<file path="src/pkg/pors_pkg.sv">
/*
 * Shared constants and types of the power-off and reset sequencer.
 * Assumes a single 10 MHz system clock; pulse thresholds are counted in cycles.
 */
package pors_pkg;
    // =========================================================
    // pin timing defaults, in clk_sys cycles
    localparam int unsigned CNT_W             = 24;
    localparam logic [23:0] PULSE_MIN_CYC_DEF = 24'h0003E8;  // shortest valid low pulse
    localparam logic [23:0] LONG_HOLD_CYC_DEF = 24'h0186A0;  // hold that forces a hard reboot
    localparam logic [23:0] RESET_MIN_CYC_DEF = 24'h0003E8;  // reset pin low time that shuts down

    // =========================================================
    // function-level command values
    localparam logic [7:0]  FUNC_FAST_OFF     = 8'h0A;
    localparam logic [7:0]  FUNC_REBOOT_DEF   = 8'h0F;

    // =========================================================
    // sequencer states
    typedef enum logic [2:0] {
        ST_UNPOWERED,
        ST_OFF,
        ST_ON,
        ST_GASP,
        ST_SAVE,
        ST_DETACH,
        ST_DOWN
    } pors_state_t;
endpackage

</file>
<file path="src/pkg/pors_pin_if.sv">
/*
 * Events from a pin filter to the sequencer.
 * Assumes both ends run on clk_sys.
 */
`timescale 1ns/1ps
interface pors_pin_if;
    logic pulse_ok;   // valid low pulse just released
    logic long_hold;  // pin held low for the long threshold
    modport filt (output pulse_ok, output long_hold);
    modport seq  (input  pulse_ok, input  long_hold);
endinterface

</file>
<file path="src/verilog/pors_pin_filter.sv">
/*
 * Low-pulse qualifier for an active-low control pin with internal pull-up.
 * Assumes the pin is asynchronous to clk_sys; it is synchronised here.
 */
`timescale 1ns/1ps
module pors_pin_filter #(
    parameter logic [23:0] PULSE_MIN = pors_pkg::PULSE_MIN_CYC_DEF,
    parameter logic [23:0] LONG_HOLD = pors_pkg::LONG_HOLD_CYC_DEF
) (
    input  wire logic   clk_sys,
    input  wire logic   srst,
    input  wire logic   pin_n,
    pors_pin_if.filt    ev
);
    typedef struct packed {
        logic        sync1;
        logic        sync2;
        logic        prev;
        logic [23:0] cnt;
        logic        pulse_ok;
        logic        long_hold;
    } pors_filt_t;

    pors_filt_t r_reg;
    pors_filt_t r_next;

    // =========================================================
    // next state: count low time, flag a long hold while still low, judge a pulse at release
    always_comb
    begin
        r_next           = r_reg;
        r_next.sync1     = pin_n;
        r_next.sync2     = r_reg.sync1;
        r_next.prev      = r_reg.sync2;
        r_next.pulse_ok  = 1'b0;
        r_next.long_hold = 1'b0;
        if (!r_reg.sync2)
        begin
            // saturate so a stuck-low pin cannot wrap into a short pulse
            if (r_reg.cnt < LONG_HOLD)
                r_next.cnt = r_reg.cnt + 24'h000001;
            if (r_reg.cnt == LONG_HOLD - 24'h000001)
                r_next.long_hold = 1'b1;
        end
        else
        begin
            r_next.cnt = 24'h000000;
            // release: a long hold already acted, so it is not also a pulse
            if (!r_reg.prev && r_reg.cnt >= PULSE_MIN && r_reg.cnt < LONG_HOLD)
                r_next.pulse_ok = 1'b1;
        end
    end

    // =========================================================
    // state register; pins idle high as the pull-up holds them
    always_ff @(posedge clk_sys)
    begin
        if (srst)
        begin
            r_reg       <= '0;
            r_reg.sync1 <= 1'b1;
            r_reg.sync2 <= 1'b1;
            r_reg.prev  <= 1'b1;
        end
        else
            r_reg <= r_next;
    end

    assign ev.pulse_ok  = r_reg.pulse_ok;
    assign ev.long_hold = r_reg.long_hold;
endmodule

</file>
<file path="src/verilog/pors_sequencer.sv">
/*
 * Power-off and reset sequencer of a cellular modem: graceful and fast
 * switch-off, last-gasp off, soft reboot, abrupt pin shutdown and reboot.
 * Assumes firmware handshakes (save, detach, last gasp) run on clk_sys and
 * that the control and supply pins are asynchronous.
 */
`timescale 1ns/1ps
module pors_sequencer #(
    parameter logic [23:0] PULSE_MIN_CYC   = pors_pkg::PULSE_MIN_CYC_DEF,
    parameter logic [23:0] LONG_HOLD_CYC   = pors_pkg::LONG_HOLD_CYC_DEF,
    parameter logic [23:0] RESET_MIN_CYC   = pors_pkg::RESET_MIN_CYC_DEF,
    parameter logic [7:0]  FUNC_REBOOT     = pors_pkg::FUNC_REBOOT_DEF,
    parameter logic        HAS_FAST_OFF    = 1'b1,
    parameter logic        HAS_RESET_PIN   = 1'b1,
    parameter logic        HAS_HARD_REBOOT = 1'b1
) (
    input  wire logic       clk_sys,
    input  wire logic       srst,
    input  wire logic       power_control_input_n,
    input  wire logic       reset_input_n,
    input  wire logic       supply_present,
    input  wire logic       fast_off_gpio,
    input  wire logic       switch_off_command,
    input  wire logic       func_cmd_valid,
    input  wire logic [7:0] func_cmd_value,
    input  wire logic       last_gasp_enable,
    input  wire logic       last_gasp_trigger,
    input  wire logic       last_gasp_sent,
    input  wire logic       save_done,
    input  wire logic       detach_done,
    output logic            switch_off_ok,
    output logic            save_req,
    output logic            detach_req,
    output logic            last_gasp_command,
    output logic            interface_supply_on,
    output logic            pins_tristate,
    output logic            regulators_on
);
    typedef struct packed {
        pors_pkg::pors_state_t st;
        logic sup1;
        logic sup2;
        logic gp1;
        logic gp2;
        logic gp3;
        logic reboot;
        logic skip;
        logic ok;
        logic save;
        logic detach;
        logic gasp;
        logic vint;
        logic tri_pins;
        logic regs;
    } pors_seq_t;

    pors_seq_t r_reg;
    pors_seq_t r_next;

    pors_pin_if pc_ev ();
    pors_pin_if rst_ev ();

    // =========================================================
    // pin qualifiers
    pors_pin_filter #(
        .PULSE_MIN (PULSE_MIN_CYC),
        .LONG_HOLD (LONG_HOLD_CYC)
    ) u_pc_filt (
        .clk_sys (clk_sys),
        .srst    (srst),
        .pin_n   (power_control_input_n),
        .ev      (pc_ev)
    );

    pors_pin_filter #(
        .PULSE_MIN (RESET_MIN_CYC),
        .LONG_HOLD (RESET_MIN_CYC)
    ) u_rst_filt (
        .clk_sys (clk_sys),
        .srst    (srst),
        .pin_n   (reset_input_n),
        .ev      (rst_ev)
    );

    // running states, where an abrupt pin event may cut in
    function automatic logic is_live(input pors_pkg::pors_state_t s);
        is_live = (s == pors_pkg::ST_ON) || (s == pors_pkg::ST_GASP)
               || (s == pors_pkg::ST_SAVE) || (s == pors_pkg::ST_DETACH);
    endfunction

    logic abrupt_off;
    logic hard_boot;
    logic gpio_toggle;
    logic fast_req;
    logic boot_req;

    // =========================================================
    // event decode
    assign abrupt_off  = HAS_RESET_PIN & rst_ev.long_hold;
    assign hard_boot   = HAS_HARD_REBOOT & pc_ev.long_hold;
    assign gpio_toggle = r_reg.gp2 ^ r_reg.gp3;
    assign fast_req    = HAS_FAST_OFF & ((func_cmd_valid & (func_cmd_value == pors_pkg::FUNC_FAST_OFF))
                       | gpio_toggle);
    assign boot_req    = func_cmd_valid & (func_cmd_value == FUNC_REBOOT);

    // =========================================================
    // sequencer next state
    always_comb
    begin
        r_next      = r_reg;
        r_next.ok   = 1'b0;
        r_next.sup1 = supply_present;
        r_next.sup2 = r_reg.sup1;
        r_next.gp1  = fast_off_gpio;
        r_next.gp2  = r_reg.gp1;
        r_next.gp3  = r_reg.gp2;
        case (r_reg.st)
            pors_pkg::ST_UNPOWERED:
                if (r_reg.sup2)
                    r_next.st = pors_pkg::ST_OFF;
            pors_pkg::ST_OFF:
                if (pc_ev.pulse_ok)
                    r_next.st = pors_pkg::ST_ON;
            pors_pkg::ST_ON:
                if (switch_off_command)
                begin
                    r_next.st     = pors_pkg::ST_SAVE;
                    r_next.ok     = 1'b1;
                    r_next.skip   = 1'b0;
                    r_next.reboot = 1'b0;
                end
                else if (pc_ev.pulse_ok)
                begin
                    r_next.st     = pors_pkg::ST_SAVE;
                    r_next.skip   = 1'b0;
                    r_next.reboot = 1'b0;
                end
                else if (fast_req)
                begin
                    r_next.st     = pors_pkg::ST_SAVE;
                    r_next.skip   = 1'b1;
                    r_next.reboot = 1'b0;
                end
                else if (boot_req)
                begin
                    r_next.st     = pors_pkg::ST_SAVE;
                    r_next.skip   = 1'b0;
                    r_next.reboot = 1'b1;
                end
                else if (last_gasp_enable && last_gasp_trigger)
                begin
                    r_next.st     = pors_pkg::ST_GASP;
                    r_next.skip   = 1'b0;
                    r_next.reboot = 1'b0;
                end
            pors_pkg::ST_GASP:
                if (last_gasp_sent)
                    r_next.st = pors_pkg::ST_SAVE;
            pors_pkg::ST_SAVE:
                if (save_done)
                    r_next.st = r_reg.skip ? pors_pkg::ST_DOWN : pors_pkg::ST_DETACH;
            pors_pkg::ST_DETACH:
                if (detach_done)
                    r_next.st = pors_pkg::ST_DOWN;
            pors_pkg::ST_DOWN:
                r_next.st = r_reg.reboot ? pors_pkg::ST_ON : pors_pkg::ST_OFF;
            default:
                r_next.st = pors_pkg::ST_UNPOWERED;
        endcase
        // abrupt pin events override any routine in progress
        if (is_live(r_reg.st) && abrupt_off)
        begin
            r_next.st     = pors_pkg::ST_DOWN;
            r_next.reboot = 1'b0;
            r_next.ok     = 1'b0;
        end
        else if (is_live(r_reg.st) && hard_boot)
        begin
            r_next.st     = pors_pkg::ST_DOWN;
            r_next.reboot = 1'b1;
            r_next.ok     = 1'b0;
        end
        // supply loss beats everything; nothing can be saved
        if (!r_reg.sup2)
        begin
            r_next.st     = pors_pkg::ST_UNPOWERED;
            r_next.reboot = 1'b0;
            r_next.ok     = 1'b0;
        end
        // outputs follow the next state so they leave a flip-flop
        r_next.save     = (r_next.st == pors_pkg::ST_SAVE);
        r_next.detach   = (r_next.st == pors_pkg::ST_DETACH);
        r_next.gasp     = (r_next.st == pors_pkg::ST_GASP);
        r_next.vint     = is_live(r_next.st);
        r_next.regs     = is_live(r_next.st);
        r_next.tri_pins = !is_live(r_next.st);
    end

    // =========================================================
    // state register; supply assumed absent until seen
    always_ff @(posedge clk_sys)
    begin
        if (srst)
        begin
            r_reg          <= '0;
            r_reg.st       <= pors_pkg::ST_UNPOWERED;
            r_reg.tri_pins <= 1'b1;
        end
        else
            r_reg <= r_next;
    end

    assign switch_off_ok       = r_reg.ok;
    assign save_req            = r_reg.save;
    assign detach_req          = r_reg.detach;
    assign last_gasp_command   = r_reg.gasp;
    assign interface_supply_on = r_reg.vint;
    assign pins_tristate       = r_reg.tri_pins;
    assign regulators_on       = r_reg.regs;

    logic pin_quiet;
    assign pin_quiet = r_reg.sup2 && !abrupt_off && !hard_boot;
endmodule

</file>
<file path="config.mk">
export PLATFORM = sky130hd
export DESIGN_NAME = pors_sequencer
export DESIGN_NICKNAME = d
export VERILOG_FILES = /design/src/pkg/pors_pkg.sv /design/src/pkg/pors_pin_if.sv /design/src/verilog/pors_pin_filter.sv /design/src/verilog/pors_sequencer.sv
export SDC_FILE = /design/constraint.sdc
export NUM_CORES = 1
export LEC_CHECK = 0
export BUFFER_PORTS_ARGS = -buffer_cell sky130_fd_sc_hd__buf_2
export CORE_UTILIZATION = 63
export DETAILED_ROUTE_END_ITERATION = 12
export GPL_ROUTABILITY_DRIVEN = 0
export PLACE_DENSITY = 0.93
export SETUP_SLACK_MARGIN = 0.1
export SKIP_LAST_GASP = 1
export SLEW_MARGIN = 20
export SYNTH_ARGS = -nofsm -noshare
export SYNTH_HDL_FRONTEND = slang
export SYNTH_SLANG_ARGS = --single-unit
</file>
<file path="constraint.sdc">
create_clock -name clk_sys -period 3.7 [get_ports clk_sys]
set_input_delay 0.185 -clock clk_sys [delete_from_list [all_inputs] [get_ports clk_sys]]
set_output_delay 0.185 -clock clk_sys [all_outputs]
set_load 0.03 [all_outputs]
</file>
==> Word level (Yosys, flattened, before mapping) <==
Cells that the tools add are included.
{ "totals": {"register_bits": 72, "input_bits": 21, "out_inout_bits": 7, "wordCells": 100} }
{ "op_classes": {"addsub": 2, "magnitude_cmp": 3, "eq_ne": 14, "muxes": 26, "n_bitwise": 7, "n_reduce_logical": 24} }
{ "op_table": {"columns": ["cell", "count"], "rows": [
  ["adder 24 x 1 -> 24 bit, second input constant", 2],
  ["2-to-1 mux 3 bit", 13],
  ["== test 24 x 10 -> 1 bit, second input constant", 1],
  ["== test 24 x 17 -> 1 bit, second input constant", 1],
  [">= comparator 24 x 10 -> 1 bit, second input constant", 1],
  ["less-than comparator 24 x 10 -> 1 bit, second input constant", 1],
  ["less-than comparator 24 x 17 -> 1 bit, second input constant", 1],
  ["one-hot mux 3 bit (7 select lines)", 1],
  ["== test 8 x 4 -> 1 bit, second input constant", 2],
  ["== test 3 bit, second input constant", 5],
  ["2-to-1 mux 2 bit", 7],
  ["== test 3 x 2 -> 1 bit, second input constant", 4],
  ["logical OR 1 bit", 6],
  ["nonzero test 6 bit", 1],
  ["OR reduction 2 bit", 3],
  ["logical AND 1 bit", 5],
  ["2-to-1 mux 1 bit", 5],
  ["nonzero test 5 bit", 1],
  ["OR reduction 5 bit", 1],
  ["AND reduction 2 bit", 2],
  ["== test 3 x 1 -> 1 bit, second input constant", 1],
  ["logical NOT 3 bit", 1],
  ["NOT 1 bit", 3],
  ["OR reduction 3 bit", 1],
  ["other kinds (5)", 7]
]} }

==> Depth between registers and ports, before layout <==
{ "logic_depth": {"ltp_word": 15, "depth_mapped": 7, "ltp_nobuf": 6} }

==> Modules after synthesis <==
Synthesis repeated with hierarchy kept, for this count alone.
{ "unflattened": {"cells_unflattened": 348, "hier_area_um2": 3265.6} }
{ "modules_own_cells": {"columns": ["module", "n_inst", "cells_each", "area_each_um2"], "rows": [
  ["pors_pin_filter (u_pc_filt)", 1, 144, 1331.3],
  ["pors_pin_filter (u_rst_filt)", 1, 111, 1073.5],
  ["pors_sequencer", 1, 93, 860.8]
]} }

==> Least setup slack after synthesis <==
OpenSTA, ideal clock, no wires.
{ "synth_timing": {"kind": "reg2reg", "from": "register u_pc_filt.r_reg[22] in the netlist's numbering", "to": "register u_pc_filt.r_reg[12] in the netlist's numbering", "setup_time_ps": 70, "t_arrival_ps": 1829, "required_ps": 3630, "slack_ps": 1801, "stages_incl_launch_ff": 7, "path_buffers": 1, "synth_period_minus_slack_ps": 1899, "cell_sequence": "dfxtp_1 > nor4_1 > nand2_1 > or3_1 > clkbuf_2 > or4_1 > a21oi_1"} }
{ "synth_between": {"elab_chain_cells": 1} }
{ "synth_lines": {"columns": ["element", "line", "text"], "rows": [
  ["start, declared", "pors_pin_filter.sv:24", "pors_filt_t r_reg;"],
  ["start signal, assigned", "pors_pin_filter.sv:66", "r_reg <= r_next;"],
  ["less-than comparator 24 x 17 -> 1 bit", "pors_pin_filter.sv:40", "if (r_reg.cnt < LONG_HOLD)"]
]} }
No other way between the ends.
A chain may end at the register's enable or synchronous reset.

==> Worst setup path in the final report <==
{ "layout_timing": {"from": "register u_pc_filt.r_reg (netlist bit u_pc_filt.r_next[26])", "to": "register u_pc_filt.r_reg (netlist bit u_pc_filt.ev.long_hold)"} }
{ "layout_between": {"elab_chain_cells": 1} }
{ "layout_lines": {"columns": ["element"], "rows": [
  ["OR reduction 2 bit (no line)"]
]} }
No other way between the ends.

==> impl_metrics.tcl <==
set metrics [dict create \
    status "finished clean" \
    slew_violations 0 \
    synth.area.top_cells "dfxtp_1, and2_1, nor2_1" \
    nFillCells 351 \
    min_period_ns 2.30 \
    clockPowerShare_pct 39.9 \
    area_delta_synth_final_pct 10.3 \
    first_pass_iters 4 \
    final_antenna_net_count 0 \
    cts_tree "yes" \
    synthArstFlopShare_pct 0 \
    crit_path_end_kind "flip-flop" \
    overflow 0 \
    max_freq_mhz 434 \
    clk_path_buf_depth 2 \
    power_switching_uw 304 \
    grt_max_degree 21 \
    arrival_ns 2.54 \
    synth-edff-count 0 \
    io_pins 28 \
    wl_per_cell_um 13.8 \
    grt_pass1_wl_mm 9.84 \
    skew_ns 0.00574 \
    synth_seq_cells 72 \
    post-dp-hpwl_mm 4.04 \
    htree_levels 3 \
    fin_crit_sh_pct 62.3 \
    intPower_uw 1060 \
    switching_share_pct 22.3 \
    cts_buffers 9 \
    tightest_slew_ns 0.899 \
    post_cts_resized 0 \
    synth_nets 363 \
    power.density_mw_per_mm2 399 \
    diodes 0 \
    grt.total_usage_pct 24.6 \
    clkTransAtPathRegs_ns 0.07 \
    fin_tns_setup_ns 0 \
    crit_fanout 18 \
    placed_cells 417 \
    die-area_sq_mm 0.00520 \
    final_util_pct 72.4 \
    clkLatencyLatePin_ns 0.34 \
    start_util_pct 65.6 \
    yosysTopAreaCellShare_pct 46.5 \
    yosys.area.top_type "dfxtp_1" \
    final_layout_size_suffix_gt1_share_pct 17.5 \
    setup_viol 0 \
    critPathRequiredTime_ns 3.93 \
    total_power_uw 1360 \
    seq_area_sq_mm 0.00144 \
    r2r_slack_ns 1.40 \
    hold_depth 2 \
    ir_drop_mv 0.284 \
    initialDrtViolationCount 186 \
    antenna_found_initial 0 \
    finalNetCount 385 \
    vias 2510 \
    multi_input_area_sq_mm 0.00157 \
    slew_headroom_pct 39.9 \
    power.leakage_uw 0.00136 \
    grt_pass1_vias 2210 \
    postCtsHoldBufs 0 \
    ctsRootBufferMaster "clkbuf_8" \
    rsz0062_at_grt "false" \
    p_comb_share_pct 2.7 \
    cap_violations 0 \
    crit_chain "nor2_1 -> clkinv_1 -> nor4_1" \
    crit_type "flip-flop to flip-flop" \
    coreArea_sq_mm 0.00472 \
    seqPwrFrac_pct 57.4 \
    largest_reg_flops 25 \
    hold_path.class "input pin to flip-flop" \
    netlist_instances 339 \
    synth_flop_cell "dfxtp_1" \
    viasPerCell 5.80 \
    clock_sinks 72 \
    synth_area_per_cell_sq_um 9.14 \
    start_kind "flip-flop" \
    ff2ff_path_depth 3 \
    die_x_um 72.1 \
    die_y_um 72.1 \
    hold_viol 0 \
    yosys_warnings 0 \
    slowest_stage "clkinv_1" \
    port-buffer-count 27 \
    ys_seq_area_share_pct 46.5 \
    post_cts_buffers 0 \
    max_stage_delay_ns 0.73 \
    remaining_drc_errors 0 \
    syn_area_sq_mm 0.00310 \
    rows 25 \
    fin_cells 433 \
    finalWirelength_mm 6.00 \
    yosysUniqueCellTypes 58 \
    hold_ws_ns 0.0492 \
]
-- worst paths after layout --
| path | from | end |
|---|---|---|
| worst max-delay path | u_pc_filt.r_next[26] | u_pc_filt.ev.long_hold |
| worst min-delay path | power_control_input_n | u_pc_filt.r_next[27] |
| worst max register to register | u_pc_filt.r_next[26] | u_pc_filt.ev.long_hold |
| worst min register to register | u_pc_filt.r_next[27] | u_pc_filt.r_next[26] |
-- cells in the mapped netlist, types with 2 or more instances --
cell,number
nor4_1,8
or2_2,6
nor3_1,9
o21ai_0,6
and3_2,3
and4_1,4
xor2_1,8
xnor2_1,3
clkbuf_1,11
o31ai_1,4
and3_1,8
or4_1,3
or3_1,3
nand3_1,14
nand2_1,26
nand4_1,4
ha_1,3
nand3b_1,3
nor2b_1,9
o41ai_1,2
inv_1,3
a21oi_1,12
nor2_1,33
mux2i_1,4
and2_1,26
o2111ai_1,2
a31o_2,3
dfxtp_1,72
nand2b_1,3
buf_1,2
nor3b_1,4
a41o_1,4
a31oi_1,9
-- cell families (layout without fill, tap and decap cells) --
kind of cell	Yosys count	in the layout	share of synthesized area, %
and+or+nand+nor	174	174	31.6
DFF	72	72	46.5
xor gates and xnor gates	11	11	3.11
buffers and inverters	20	47	2.83
adders and majority gates	3	3	1.21
AOI/OAI and AO/OA	54	54	13.1
muxes	5	5	1.66
-- area by class of cell --
| type | count | share of cell area (%) |
|---|---|---|
| multi-input combinational | 247 | 45.9 |
| clock inverter | 4 | 0.842 |
| sequential | 72 | 42.2 |
| tap | 67 | 2.45 |
| timing repair buffer | 27 | 3.95 |
| inverter | 4 | 0.439 |
| clock buffer | 12 | 4.24 |
-- through the flow --
step	worst slack (ns)	cell area, sq um
4_1_cts	1.43	3420
2_1_floorplan	1.80	3100
3_5_place_dp	1.39	3250
5_1_grt	1.10	3420
6_report	1.40	3420
3_3_place_gp	1.50	3250
-- layer usage --
layer | vias up | part of all wire (%) | GRT usage (%)
met5 | - | 0 | 0
met4 | 0 | 1.4 | 9.59
met3 | 9 | 5.2 | 6.81
met2 | 67 | 46 | 37.7
met1 | 1172 | 47 | 33.0
li1 | 1262 | - | -
-- cell usage in the layout (no fill, tap or decap), types with 3 or more instances in the layout --
cell       n
dfxtp_1   72
nor2_1    33
buf_2     27
nand2_1   26
and2_1    26
nand3_1   14
a21oi_1   12
clkbuf_8  10
nor3_1     9
nor2b_1    9
a31oi_1    9
nor4_1     8
xor2_1     8
and3_1     8
or2_2      6
o21ai_0    6
and4_1     4
mux2i_1    4
nor3b_1    4
o31ai_1    4
nand4_1    4
a41o_1     4
inv_1      3
and3_2     3
nand3b_1   3
xnor2_1    3
nand2b_1   3
or3_1      3
or4_1      3
a31o_2     3
ha_1       3
-- critical path: cells and delay by family, from the launching register on --
kind	cells	cell delay, ns
buffers and inverters	1	0.73
and+or+nand+nor	2	1.11
DFF	1	0.34
-- power groups by stage --
| stage | clock network, uW | registers (uW) | logic, uW |
|---|---|---|---|
| CTS | 555 | 783 | 37.2 |
| global route | 590 | 784 | 41.6 |
| finish | 544 | 784 | 37.2 |
| global placement | 0 | 801 | 35.0 |
| detailed placement | 0 | 801 | 36.8 |
| floorplan | 0 | 800 | 22.4 |
No activity file was read; power rests on OpenSTA's default activity.
